$ cat src/hdl/fic_pkg.sv
package fic_pkg;
	localparam int NUM_SRC = 7;
	localparam int NUM_LVL = 4;
	localparam int CALL_CYCLES = 2;
	// ======================================================
	// register map
	localparam logic [7:0] OFS_ENABLE = 8'h00;
	localparam logic [7:0] OFS_PRIO_LOW = 8'h04;
	localparam logic [7:0] OFS_PRIO_HIGH = 8'h08;
	localparam logic [7:0] OFS_CONTROL = 8'h0C;
	localparam logic [7:0] OFS_STATUS = 8'h10;
	localparam logic [7:0] RST_ENABLE = 8'h00;
	localparam logic [6:0] RST_PRIO = 7'h00;
	localparam logic [1:0] RST_CONTROL = 2'h0;
	localparam int BIT_GLOBAL = 7;
	localparam int BIT_EDGE0 = 0;
	localparam int BIT_EDGE1 = 1;
	// ======================================================
	// sources in polling order
	localparam logic [2:0] SRC_EXT0 = 3'h0;
	localparam logic [2:0] SRC_TMR0 = 3'h1;
	localparam logic [2:0] SRC_EXT1 = 3'h2;
	localparam logic [2:0] SRC_TMR1 = 3'h3;
	localparam logic [2:0] SRC_CAPT = 3'h4;
	localparam logic [2:0] SRC_SER = 3'h5;
	localparam logic [2:0] SRC_TMR2 = 3'h6;
	typedef enum logic [1:0] {
		CALL_IDLE = 2'h0,
		CALL_PUSH = 2'h1,
		CALL_LOAD = 2'h3
	} fic_call_e;
	// register bit that holds a source's enable or priority
	function automatic int fic_reg_bit(input int src);
		case (src)
			4: fic_reg_bit = 6;
			5: fic_reg_bit = 4;
			6: fic_reg_bit = 5;
			default: fic_reg_bit = src;
		endcase
	endfunction : fic_reg_bit
	function automatic logic [15:0] fic_vector(input logic [2:0] src);
		case (src)
			SRC_EXT0: fic_vector = 16'h0003;
			SRC_TMR0: fic_vector = 16'h000B;
			SRC_EXT1: fic_vector = 16'h0013;
			SRC_TMR1: fic_vector = 16'h001B;
			SRC_CAPT: fic_vector = 16'h0033;
			SRC_SER: fic_vector = 16'h0023;
			default: fic_vector = 16'h002B;
		endcase
	endfunction : fic_vector
	// index of highest set marker, valid flag on top
	function automatic logic [2:0] fic_top_level(input logic [3:0] marks);
		fic_top_level = 3'h0;
		for (int i = 0; i < NUM_LVL; i++) begin
			if (marks[i]) begin
				fic_top_level = {1'b1, 2'(i)};
			end
		end
	endfunction : fic_top_level
endpackage : fic_pkg

$ cat src/hdl/fic_ext_flag.sv
`timescale 1ns/1ps
`default_nettype none
module fic_ext_flag (
	input wire logic sys_clk,
	input wire logic reset_n,
	input wire logic pinN,
	input wire logic edgeMode,
	input wire logic sample,
	input wire logic clear,
	output logic flag
);
	typedef struct packed {
		logic lastHigh;
		logic flag;
	} fic_ext_s;
	fic_ext_s cur;
	fic_ext_s next_cur;
	always_comb begin
		next_cur = cur;
		if (clear && edgeMode) begin
			next_cur.flag = 1'b0;
		end
		if (sample) begin
			next_cur.lastHigh = pinN;
			if (edgeMode) begin
				// set wins over a vector clear in the same cycle
				if (cur.lastHigh && !pinN) begin
					next_cur.flag = 1'b1;
				end
			end else begin
				next_cur.flag = !pinN;
			end
		end
	end
	always_ff @(posedge sys_clk or negedge reset_n) begin
		if (!reset_n) begin
			cur <= '{lastHigh: 1'b1, flag: 1'b0};
		end else begin
			cur <= next_cur;
		end
	end
	assign flag = cur.flag;
endmodule : fic_ext_flag
`default_nettype wire

$ cat src/hdl/fic_arbiter.sv
`timescale 1ns/1ps
`default_nettype none
module fic_arbiter (
	input wire logic [fic_pkg::NUM_SRC-1:0] request,
	input wire logic [fic_pkg::NUM_SRC-1:0] prioHigh,
	input wire logic [fic_pkg::NUM_SRC-1:0] prioLow,
	input wire logic [fic_pkg::NUM_LVL-1:0] inProgress,
	output logic grantValid,
	output logic [2:0] grantSrc,
	output logic [1:0] grantLevel
);
	import fic_pkg::*;
	logic [2:0] top;
	logic [1:0] lvl;
	logic found;
	always_comb begin
		top = fic_top_level(inProgress);
		found = 1'b0;
		grantSrc = 3'h0;
		grantLevel = 2'h0;
		lvl = 2'h0;
		for (int i = 0; i < NUM_SRC; i++) begin
			lvl = {prioHigh[i], prioLow[i]};
			// strict compare keeps the earlier source on a tie
			if (request[i] && (!found || lvl > grantLevel)) begin
				found = 1'b1;
				grantSrc = 3'(i);
				grantLevel = lvl;
			end
		end
		// only a strictly higher level may preempt
		grantValid = found && (!top[2] || grantLevel > top[1:0]);
	end
endmodule : fic_arbiter
`default_nettype wire

$ cat src/hdl/fic_top.sv
`timescale 1ns/1ps
`default_nettype none
module fic_top #(
	parameter int ADDR_W = 8
) (
	input wire logic sys_clk,
	input wire logic reset_n,
	input wire logic psel,
	input wire logic penable,
	input wire logic pwrite,
	input wire logic [ADDR_W-1:0] paddr,
	input wire logic [31:0] pwdata,
	output logic pready,
	output logic [31:0] prdata,
	output logic pslverr,
	input wire logic ext_request_0_n,
	input wire logic ext_request_1_n,
	input wire logic state5Phase2,
	input wire logic state2Phase2,
	input wire logic cycleEnd,
	input wire logic lastCycle,
	input wire logic retiOrRegWrite,
	input wire logic returnFromInterrupt,
	input wire logic timer0OverflowFlag,
	input wire logic timer1OverflowFlag,
	input wire logic timer2OverflowFlag,
	input wire logic timer2ExternalFlag,
	input wire logic serialRxFlag,
	input wire logic serialTxFlag,
	input wire logic captureArrayFlag,
	output logic callActive,
	output logic pushPc,
	output logic loadPc,
	output logic [15:0] vectorAddress,
	output logic clearTimer0Overflow,
	output logic clearTimer1Overflow,
	output logic popTwoBytes
);
	import fic_pkg::*;
	typedef struct packed {
		logic [7:0] enable;
		logic [6:0] prioLow;
		logic [6:0] prioHigh;
		logic [1:0] edgeMode;
		logic [NUM_LVL-1:0] inProgress;
		logic [NUM_SRC-1:0] samples;
		logic [NUM_SRC-1:0] polled;
		logic holdOff;
		fic_call_e call;
		logic [15:0] vector;
		logic pushPc;
		logic loadPc;
		logic clr0;
		logic clr1;
		logic clrExt0;
		logic clrExt1;
		logic pop;
		logic [31:0] rdata;
	} fic_state_s;
	fic_state_s cur;
	fic_state_s next_cur;
	logic ext0Flag;
	logic ext1Flag;
	logic [NUM_SRC-1:0] liveFlags;
	logic [NUM_SRC-1:0] request;
	logic [NUM_SRC-1:0] srcHigh;
	logic [NUM_SRC-1:0] srcLow;
	logic grantValid;
	logic [2:0] grantSrc;
	logic [1:0] grantLevel;
	logic setupPhase;
	logic accessPhase;
	logic mapped;
	logic regWrite;
	logic endInstr;
	logic blockPoll;
	logic [2:0] topMark;
	// ======================================================
	// flag capture
	fic_ext_flag u_ext0 (
		.sys_clk(sys_clk),
		.reset_n(reset_n),
		.pinN(ext_request_0_n),
		.edgeMode(cur.edgeMode[BIT_EDGE0]),
		.sample(state5Phase2),
		.clear(cur.clrExt0),
		.flag(ext0Flag)
	);
	fic_ext_flag u_ext1 (
		.sys_clk(sys_clk),
		.reset_n(reset_n),
		.pinN(ext_request_1_n),
		.edgeMode(cur.edgeMode[BIT_EDGE1]),
		.sample(state5Phase2),
		.clear(cur.clrExt1),
		.flag(ext1Flag)
	);
	always_comb begin
		liveFlags = '0;
		liveFlags[SRC_TMR0] = timer0OverflowFlag;
		liveFlags[SRC_TMR1] = timer1OverflowFlag;
		liveFlags[SRC_CAPT] = captureArrayFlag;
		liveFlags[SRC_SER] = serialRxFlag | serialTxFlag;
		liveFlags[SRC_TMR2] = timer2OverflowFlag | timer2ExternalFlag;
		for (int i = 0; i < NUM_SRC; i++) begin
			// polled copy, so a late request other than timer2 overflow never skips its wait cycle
			request[i] = cur.polled[i] && cur.enable[fic_reg_bit(i)]
				&& cur.enable[BIT_GLOBAL];
			srcHigh[i] = cur.prioHigh[fic_reg_bit(i)];
			srcLow[i] = cur.prioLow[fic_reg_bit(i)];
		end
	end
	fic_arbiter u_arb (
		.request(request),
		.prioHigh(srcHigh),
		.prioLow(srcLow),
		.inProgress(cur.inProgress),
		.grantValid(grantValid),
		.grantSrc(grantSrc),
		.grantLevel(grantLevel)
	);
	// ======================================================
	// bus decode
	always_comb begin
		setupPhase = psel && !penable;
		accessPhase = psel && penable;
		mapped = paddr == ADDR_W'(OFS_ENABLE) || paddr == ADDR_W'(OFS_PRIO_LOW)
			|| paddr == ADDR_W'(OFS_PRIO_HIGH) || paddr == ADDR_W'(OFS_CONTROL)
			|| paddr == ADDR_W'(OFS_STATUS);
		regWrite = accessPhase && pwrite && (paddr == ADDR_W'(OFS_ENABLE)
			|| paddr == ADDR_W'(OFS_PRIO_LOW) || paddr == ADDR_W'(OFS_PRIO_HIGH));
		endInstr = cycleEnd && lastCycle;
		blockPoll = cur.holdOff || retiOrRegWrite || regWrite;
		topMark = fic_top_level(cur.inProgress);
	end
	// ======================================================
	// next state
	always_comb begin
		next_cur = cur;
		next_cur.pushPc = 1'b0;
		next_cur.loadPc = 1'b0;
		next_cur.clr0 = 1'b0;
		next_cur.clr1 = 1'b0;
		next_cur.clrExt0 = 1'b0;
		next_cur.clrExt1 = 1'b0;
		next_cur.pop = 1'b0;
		// samples are overwritten, so a dropped request is forgotten
		if (state5Phase2) begin
			next_cur.samples = liveFlags;
		end
		// poll set takes this cycle's samples at cycle end, one clock after the strobe
		if (cycleEnd) begin
			next_cur.polled = cur.samples;
			// external flags were latched at this cycle's sample strobe
			next_cur.polled[SRC_EXT0] = ext0Flag;
			next_cur.polled[SRC_EXT1] = ext1Flag;
		end
		// timer2 overflow is polled in the cycle it happens
		if (state2Phase2 && timer2OverflowFlag) begin
			next_cur.polled[SRC_TMR2] = 1'b1;
		end
		// one instruction end consumes the hold-off
		if (endInstr) begin
			next_cur.holdOff = 1'b0;
		end else if (retiOrRegWrite || regWrite) begin
			next_cur.holdOff = 1'b1;
		end
		if (returnFromInterrupt && topMark[2]) begin
			next_cur.inProgress[topMark[1:0]] = 1'b0;
		end
		// plain returns have no input here: markers stay as they are
		if (returnFromInterrupt) begin
			next_cur.pop = 1'b1;
		end
		unique case (cur.call)
			CALL_IDLE: begin
				if (endInstr && grantValid && !blockPoll) begin
					next_cur.call = CALL_PUSH;
					next_cur.pushPc = 1'b1;
					next_cur.vector = fic_vector(grantSrc);
					next_cur.inProgress[grantLevel] = 1'b1;
					next_cur.clr0 = grantSrc == SRC_TMR0;
					next_cur.clr1 = grantSrc == SRC_TMR1;
					next_cur.clrExt0 = grantSrc == SRC_EXT0;
					next_cur.clrExt1 = grantSrc == SRC_EXT1;
				end
			end
			CALL_PUSH: begin
				if (cycleEnd) begin
					next_cur.call = CALL_LOAD;
				end
			end
			CALL_LOAD: begin
				if (cycleEnd) begin
					next_cur.call = CALL_IDLE;
					next_cur.loadPc = 1'b1;
				end
			end
			default: begin
				next_cur.call = CALL_IDLE;
			end
		endcase
		if (regWrite || (accessPhase && pwrite)) begin
			case (paddr)
				ADDR_W'(OFS_ENABLE): next_cur.enable = pwdata[7:0];
				ADDR_W'(OFS_PRIO_LOW): next_cur.prioLow = pwdata[6:0];
				ADDR_W'(OFS_PRIO_HIGH): next_cur.prioHigh = pwdata[6:0];
				ADDR_W'(OFS_CONTROL): next_cur.edgeMode = pwdata[1:0];
				default: begin
				end
			endcase
		end
		// read data is latched in setup, address is stable then
		if (setupPhase) begin
			case (paddr)
				ADDR_W'(OFS_ENABLE): next_cur.rdata = {24'h0, cur.enable};
				ADDR_W'(OFS_PRIO_LOW): next_cur.rdata = {25'h0, cur.prioLow};
				ADDR_W'(OFS_PRIO_HIGH): next_cur.rdata = {25'h0, cur.prioHigh};
				ADDR_W'(OFS_CONTROL): next_cur.rdata = {30'h0, cur.edgeMode};
				ADDR_W'(OFS_STATUS): next_cur.rdata = {18'h0, cur.holdOff,
					cur.call, cur.samples, cur.inProgress};
				default: next_cur.rdata = 32'h0;
			endcase
		end
	end
	always_ff @(posedge sys_clk or negedge reset_n) begin
		if (!reset_n) begin
			cur <= '{enable: RST_ENABLE, prioLow: RST_PRIO, prioHigh: RST_PRIO,
				edgeMode: RST_CONTROL, call: CALL_IDLE, default: '0};
		end else begin
			cur <= next_cur;
		end
	end
	assign pready = 1'b1;
	assign pslverr = accessPhase && !mapped;
	assign prdata = cur.rdata;
	assign callActive = cur.call != CALL_IDLE;
	assign pushPc = cur.pushPc;
	assign loadPc = cur.loadPc;
	assign vectorAddress = cur.vector;
	assign clearTimer0Overflow = cur.clr0;
	assign clearTimer1Overflow = cur.clr1;
	assign popTwoBytes = cur.pop;
	// ======================================================
	// checks
	logic [1:0] callEnds;
	always_ff @(posedge sys_clk or negedge reset_n) begin
		if (!reset_n) begin
			callEnds <= 2'h0;
		end else if (cur.pushPc) begin
			callEnds <= 2'h0;
		end else if (callActive && cycleEnd) begin
			callEnds <= 2'(callEnds + 2'h1);
		end
	end
	a_call_two_cycles: assert property (@(posedge sys_clk) disable iff (!reset_n)
		loadPc |-> callEnds == 2'(CALL_CYCLES))
		else $error("vector call did not span two machine cycles");
	a_push_at_start: assert property (@(posedge sys_clk) disable iff (!reset_n)
		$rose(callActive) |-> pushPc && !loadPc)
		else $error("call started without a push");
	a_poll_at_end: assert property (@(posedge sys_clk) disable iff (!reset_n)
		pushPc |-> $past(cycleEnd) && $past(lastCycle))
		else $error("call started inside an instruction");
	a_hold_blocks: assert property (@(posedge sys_clk) disable iff (!reset_n)
		(endInstr && cur.holdOff) |=> !pushPc)
		else $error("vector taken right after return or register write");
	a_global_gate: assert property (@(posedge sys_clk) disable iff (!reset_n)
		pushPc |-> $past(cur.enable[BIT_GLOBAL]))
		else $error("vector taken with global enable low");
	a_timer_clear: assert property (@(posedge sys_clk) disable iff (!reset_n)
		clearTimer0Overflow |-> pushPc && vectorAddress == 16'h000B)
		else $error("timer 0 flag cleared outside its vector");
	a_strict_preempt: assert property (@(posedge sys_clk) disable iff (!reset_n)
		pushPc |-> (cur.inProgress ^ $past(cur.inProgress))
			> $past(cur.inProgress))
		else $error("preempted by equal or lower level");
	a_return_from_interrupt_pop: assert property (@(posedge sys_clk) disable iff (!reset_n)
		returnFromInterrupt |=> popTwoBytes)
		else $error("return did not pop the program counter");
	a_vector_legal: assert property (@(posedge sys_clk) disable iff (!reset_n)
		loadPc |-> vectorAddress[2:0] == 3'h3
			&& vectorAddress <= 16'h0033)
		else $error("illegal vector address");
	a_cap_vector: assert property (@(posedge sys_clk) disable iff (!reset_n)
		(cur.call == CALL_IDLE && endInstr && grantValid && !blockPoll
			&& grantSrc == SRC_CAPT) |=> vectorAddress == 16'h0033)
		else $error("capture array vector wrong");
endmodule : fic_top
`default_nettype wire

$ cat config.mk
export PLATFORM = sky130hd
export DESIGN_NAME = fic_top
export DESIGN_NICKNAME = d
export VERILOG_FILES = /design/src/hdl/fic_pkg.sv /design/src/hdl/fic_ext_flag.sv /design/src/hdl/fic_arbiter.sv /design/src/hdl/fic_top.sv
export SDC_FILE = /design/constraint.sdc
export NUM_CORES = 1
export LEC_CHECK = 0
export ABC_AREA = 1
export BUFFER_PORTS_ARGS = -buffer_cell sky130_fd_sc_hd__buf_2
export CAP_MARGIN = 20
export CORE_MARGIN = 5
export CORE_UTILIZATION = 53
export DETAILED_ROUTE_END_ITERATION = 12
export HOLD_SLACK_MARGIN = 0.15
export PLACE_DENSITY = 0.81
export SLEW_MARGIN = 5
export SYNTH_ARGS = -nofsm -noshare
export SYNTH_HDL_FRONTEND = slang
export SYNTH_SLANG_ARGS = --single-unit
$ cat constraint.sdc
create_clock -name sys_clk -period 18.4 [get_ports sys_clk]
set_input_delay 0.92 -clock sys_clk [delete_from_list [all_inputs] [get_ports sys_clk]]
set_output_delay 0.92 -clock sys_clk [all_outputs]
set_load 0.01 [all_outputs]
==> metrics.md <==
| Metric | Value |
|---|---|
| Outcome | `complete, no violations` |
| Slew @ Worst Pin | `~0.9 ns` |
| Delay of the slowest critical-path stage | `0.52 ns` |
| Leak pwr | `around 0.0025 uW` |
| Cts bufs inserted | `9` |
| Max-cap violations | `0` |
| Worst path slowest cell | `dfrtp_1` |
| Post-layout min period | `8.51 ns` |
| Finished Layout Cells | `702` |
| Chip height | `99.0 um` |
| Clk sinks | `slightly above 70` |
| Routed vias/inst | `5.12` |
| Cell family with most CP delay | `simple AND/OR/NAND/NOR gates` |
| Die W | `99.0 um` |
| Via count | `3596` |
| Post-CTS setup buffer count | `0` |
| Worst-case clock skew | `about 0.013 ns` |
| Cell area after layout | `0.00454 mm^2` |
| CP max FO | `10` |
| Combinational share of power | `0.092` |
| Mapped Area | `0.00420 mm^2` |
| CTS Buffer Depth | `2` |
| GPL Wtd Cong | `slightly below 1` |
| Initial core utilization | `0.544` |
| Placement Cell Area | `roughly 0.0043 mm^2` |
| Power share of the clock group | `0.377` |
| First-pass GRT wire length | `16300 um` |
| Ratio of final minimum period to clock period | `0.462` |
| CP Class | `register to register` |
| Count leader, synth | `nand2_1` |
| Grt total ovfl | `0` |
| Most used cell along the critical path | `nand2_1` |
| Syn avg cell area | `7.62 um^2` |
| Switching Power | `approximately 89 uW` |
| Drc violations | `0` |
| Hold path depth | `2` |
| Largest Register | `cur` |
| Root Buffer | `clkbuf_8` |
| Die ar. | `0.00980 mm^2` |
| FF-to-FF path depth | `66` |
| Commonest cells in the netlist | `nand2_1 (163), dfrtp_1 (70), inv_1 (59), o21ai_0 (59), buf_4 (49)` |
| Largest register FFs | `between 40 and 50` |
| Pin count of the biggest net entering global routing | `73` |
| Post-CTS Resized | `0` |
| Ant. Diodes | `0` |
| Worst Path Required | `18.67 ns` |
| Power Total | `about 320 uW` |
| Total detailed-routing wirelength | `9860 um` |
| Vias in the first global route | `about 3500` |
| Layout cells sized above 1 | `0.177` |
| Worst slew margin | `0.401` |
| Number of hold buffers added after cts | `0` |
| Area Growth Syn to Fin | `7.98%` |
| Critical Path Start Type | `register` |
| DR pass1 iterations | `6` |
| Placed insts | `686` |
| Synth area leader | `dfrtp_1` |
| Post-route setup TNS | `0 ns` |
| Setup violators final | `0` |
| TritonCTS clock tree | `done` |
| Initial antenna violation count | `0` |
| Gr usage total | `0.205` |
| CP endpoint kind | `register` |
| Row count | `32` |
| Sequential share of the synthesized area | `0.430` |
| CTS H-tree depth | `3` |
| CTS clk-pin slew, worst paths | `approximately 0.09 ns` |
| Levels on crit path | `66` |
| # IOs | `approximately 120` |
| CP Data Arrival Time | `a little under 9 ns` |
| Worst Hold Class | `register to register` |
| Post-synth top flop | `dfrtp_1` |
| Asr flop ratio synth | `1.00` |
| Top post-synthesis cells by area | `dfrtp_1 (42%), nand2_1 (15%), buf_4 (8.8%)` |
| Fillcell total | `slightly above 700` |
| Net Sw Frac | `0.281` |
| Synth Instances | `551` |
| Initial drt markers | `approximately 250` |
| Int Pwr | `227 uW` |
| PortBufs | `between 60 and 70` |
| Worst path bufs/invs | `12` |
| RSZ-0062 raised after global routing | `false` |
| Clock latency on the worst-skew pair | `0.35 ns` |
| Drt wl/cell | `about 14 um` |
| Final Hold Viols | `0` |
| Final ANT Viol Nets | `0` |
| Fin. max-slew vios | `0` |
| Synth top area share | `0.417` |
| Core box area | `0.00773 mm^2` |
| Total Nets Final | `roughly 670` |
| #FFs+latches synth | `72` |
| Reg power frac | `0.531` |
| Worst vdd ir | `~36 uV` |
| Final Core Density | `0.587` |
| Post-DP HPWL | `7490 um` |
| Unique cell type count in the Yosys netlist | `36` |
| Number of synthesis warnings | `0` |
| Fmax | `roughly 120 MHz` |
| Power Density | `69.8 mW/mm^2` |
| Number of enable flip-flop cells after synthesis | `0` |
==> cells by family (layout without fill, tap and decap cells) <==
kind of cell             count (synthesis)  in the layout  share of synthesized area
AND/OR/NAND/NOR                        250            250                      0.255
adder cells (fa/ha/maj)                 14             14                     0.0417
flip-flops                              72             72                      0.430
AO/OA/AOI/OAI                           88             88                      0.117
other                                    2             30                    0.00179
buffers and inverters                  125            146                      0.155
==> worst paths after layout <==
path,from,slack (ns),end
worst max-delay path,cur[99],9.89,cur[34]
worst min-delay path,prdata[2],0.48,prdata[2]
worst max register to register,cur[99],9.89,cur[34]
worst min register to register,prdata[2],0.48,prdata[2]
max in group asynchronous,reset_n,17.03,cur[82]
min in group asynchronous,reset_n,0.76,vectorAddress[5]
==> area by class of cell <==
class	count	area [um^2]	share of cell area
sequential	72	1800	0.398
clock buffer	10	138	0.0303
inverter	68	255	0.0563
timing repair buffer	62	313	0.0690
tap	102	128	0.0281
multi-input combinational	382	1850	0.407
clock inverter	6	50.0	0.0110
==> cell usage in the layout (no fill, tap or decap), types with 2 or more instances in the layout <==
master,netlist,layout
a21oi_1,9,9
buf_2,0,61
clkbuf_8,0,10
clkinv_1,2,2
clkinv_4,0,2
clkinvlp_4,0,2
conb_1,2,30
dfrtp_1,70,70
dfstp_2,2,2
ha_1,14,14
inv_1,59,59
inv_2,7,7
inv_6,0,2
nand2_1,163,163
nand2_2,6,6
nand3_1,32,32
nand4_1,4,4
nor2_1,29,29
nor2_2,6,6
nor3_1,2,2
o211ai_1,3,3
o21ai_0,59,59
o22ai_1,5,5
o31ai_1,4,4
o32a_1,2,2
==> routing by layer <==
layer	routed length, um	track usage	share of wire	vias to the layer above
li1	-	-	-	1764
met1	4130	0.265	0.42	1677
met4	215	0.0746	0.022	0
met2	4840	0.339	0.49	136
met5	0	0	0	-
met3	676	0.0425	0.069	19
==> per-stage QoR <==
stage	setup WS, ns	hold slack, ns
after detailed placement	10.06	0.462
after floorplan	11.43	0.443
final	9.89	0.481
after CTS	10.03	0.483
after global placement	10.35	0.459
after global routing	9.08	0.512
==> tightest hold or removal path: cells and delay by family (launching register included) <==
family           cells  cell delay, ns
flip-flops           1            0.34
AND/OR/NAND/NOR      2            0.11
==> power by group through the flow <==
stage | sequential (uW) | combinational (uW) | clock [uW]
2_1_floorplan | 170 | 23.2 | 0
3_3_place_gp | 171 | 28.1 | 0
3_5_place_dp | 171 | 29.1 | 0
4_1_cts | 168 | 29.2 | 120
5_1_grt | 169 | 33.4 | 125
6_report | 168 | 29.1 | 119
No activity file was read; power rests on OpenSTA's default activity.
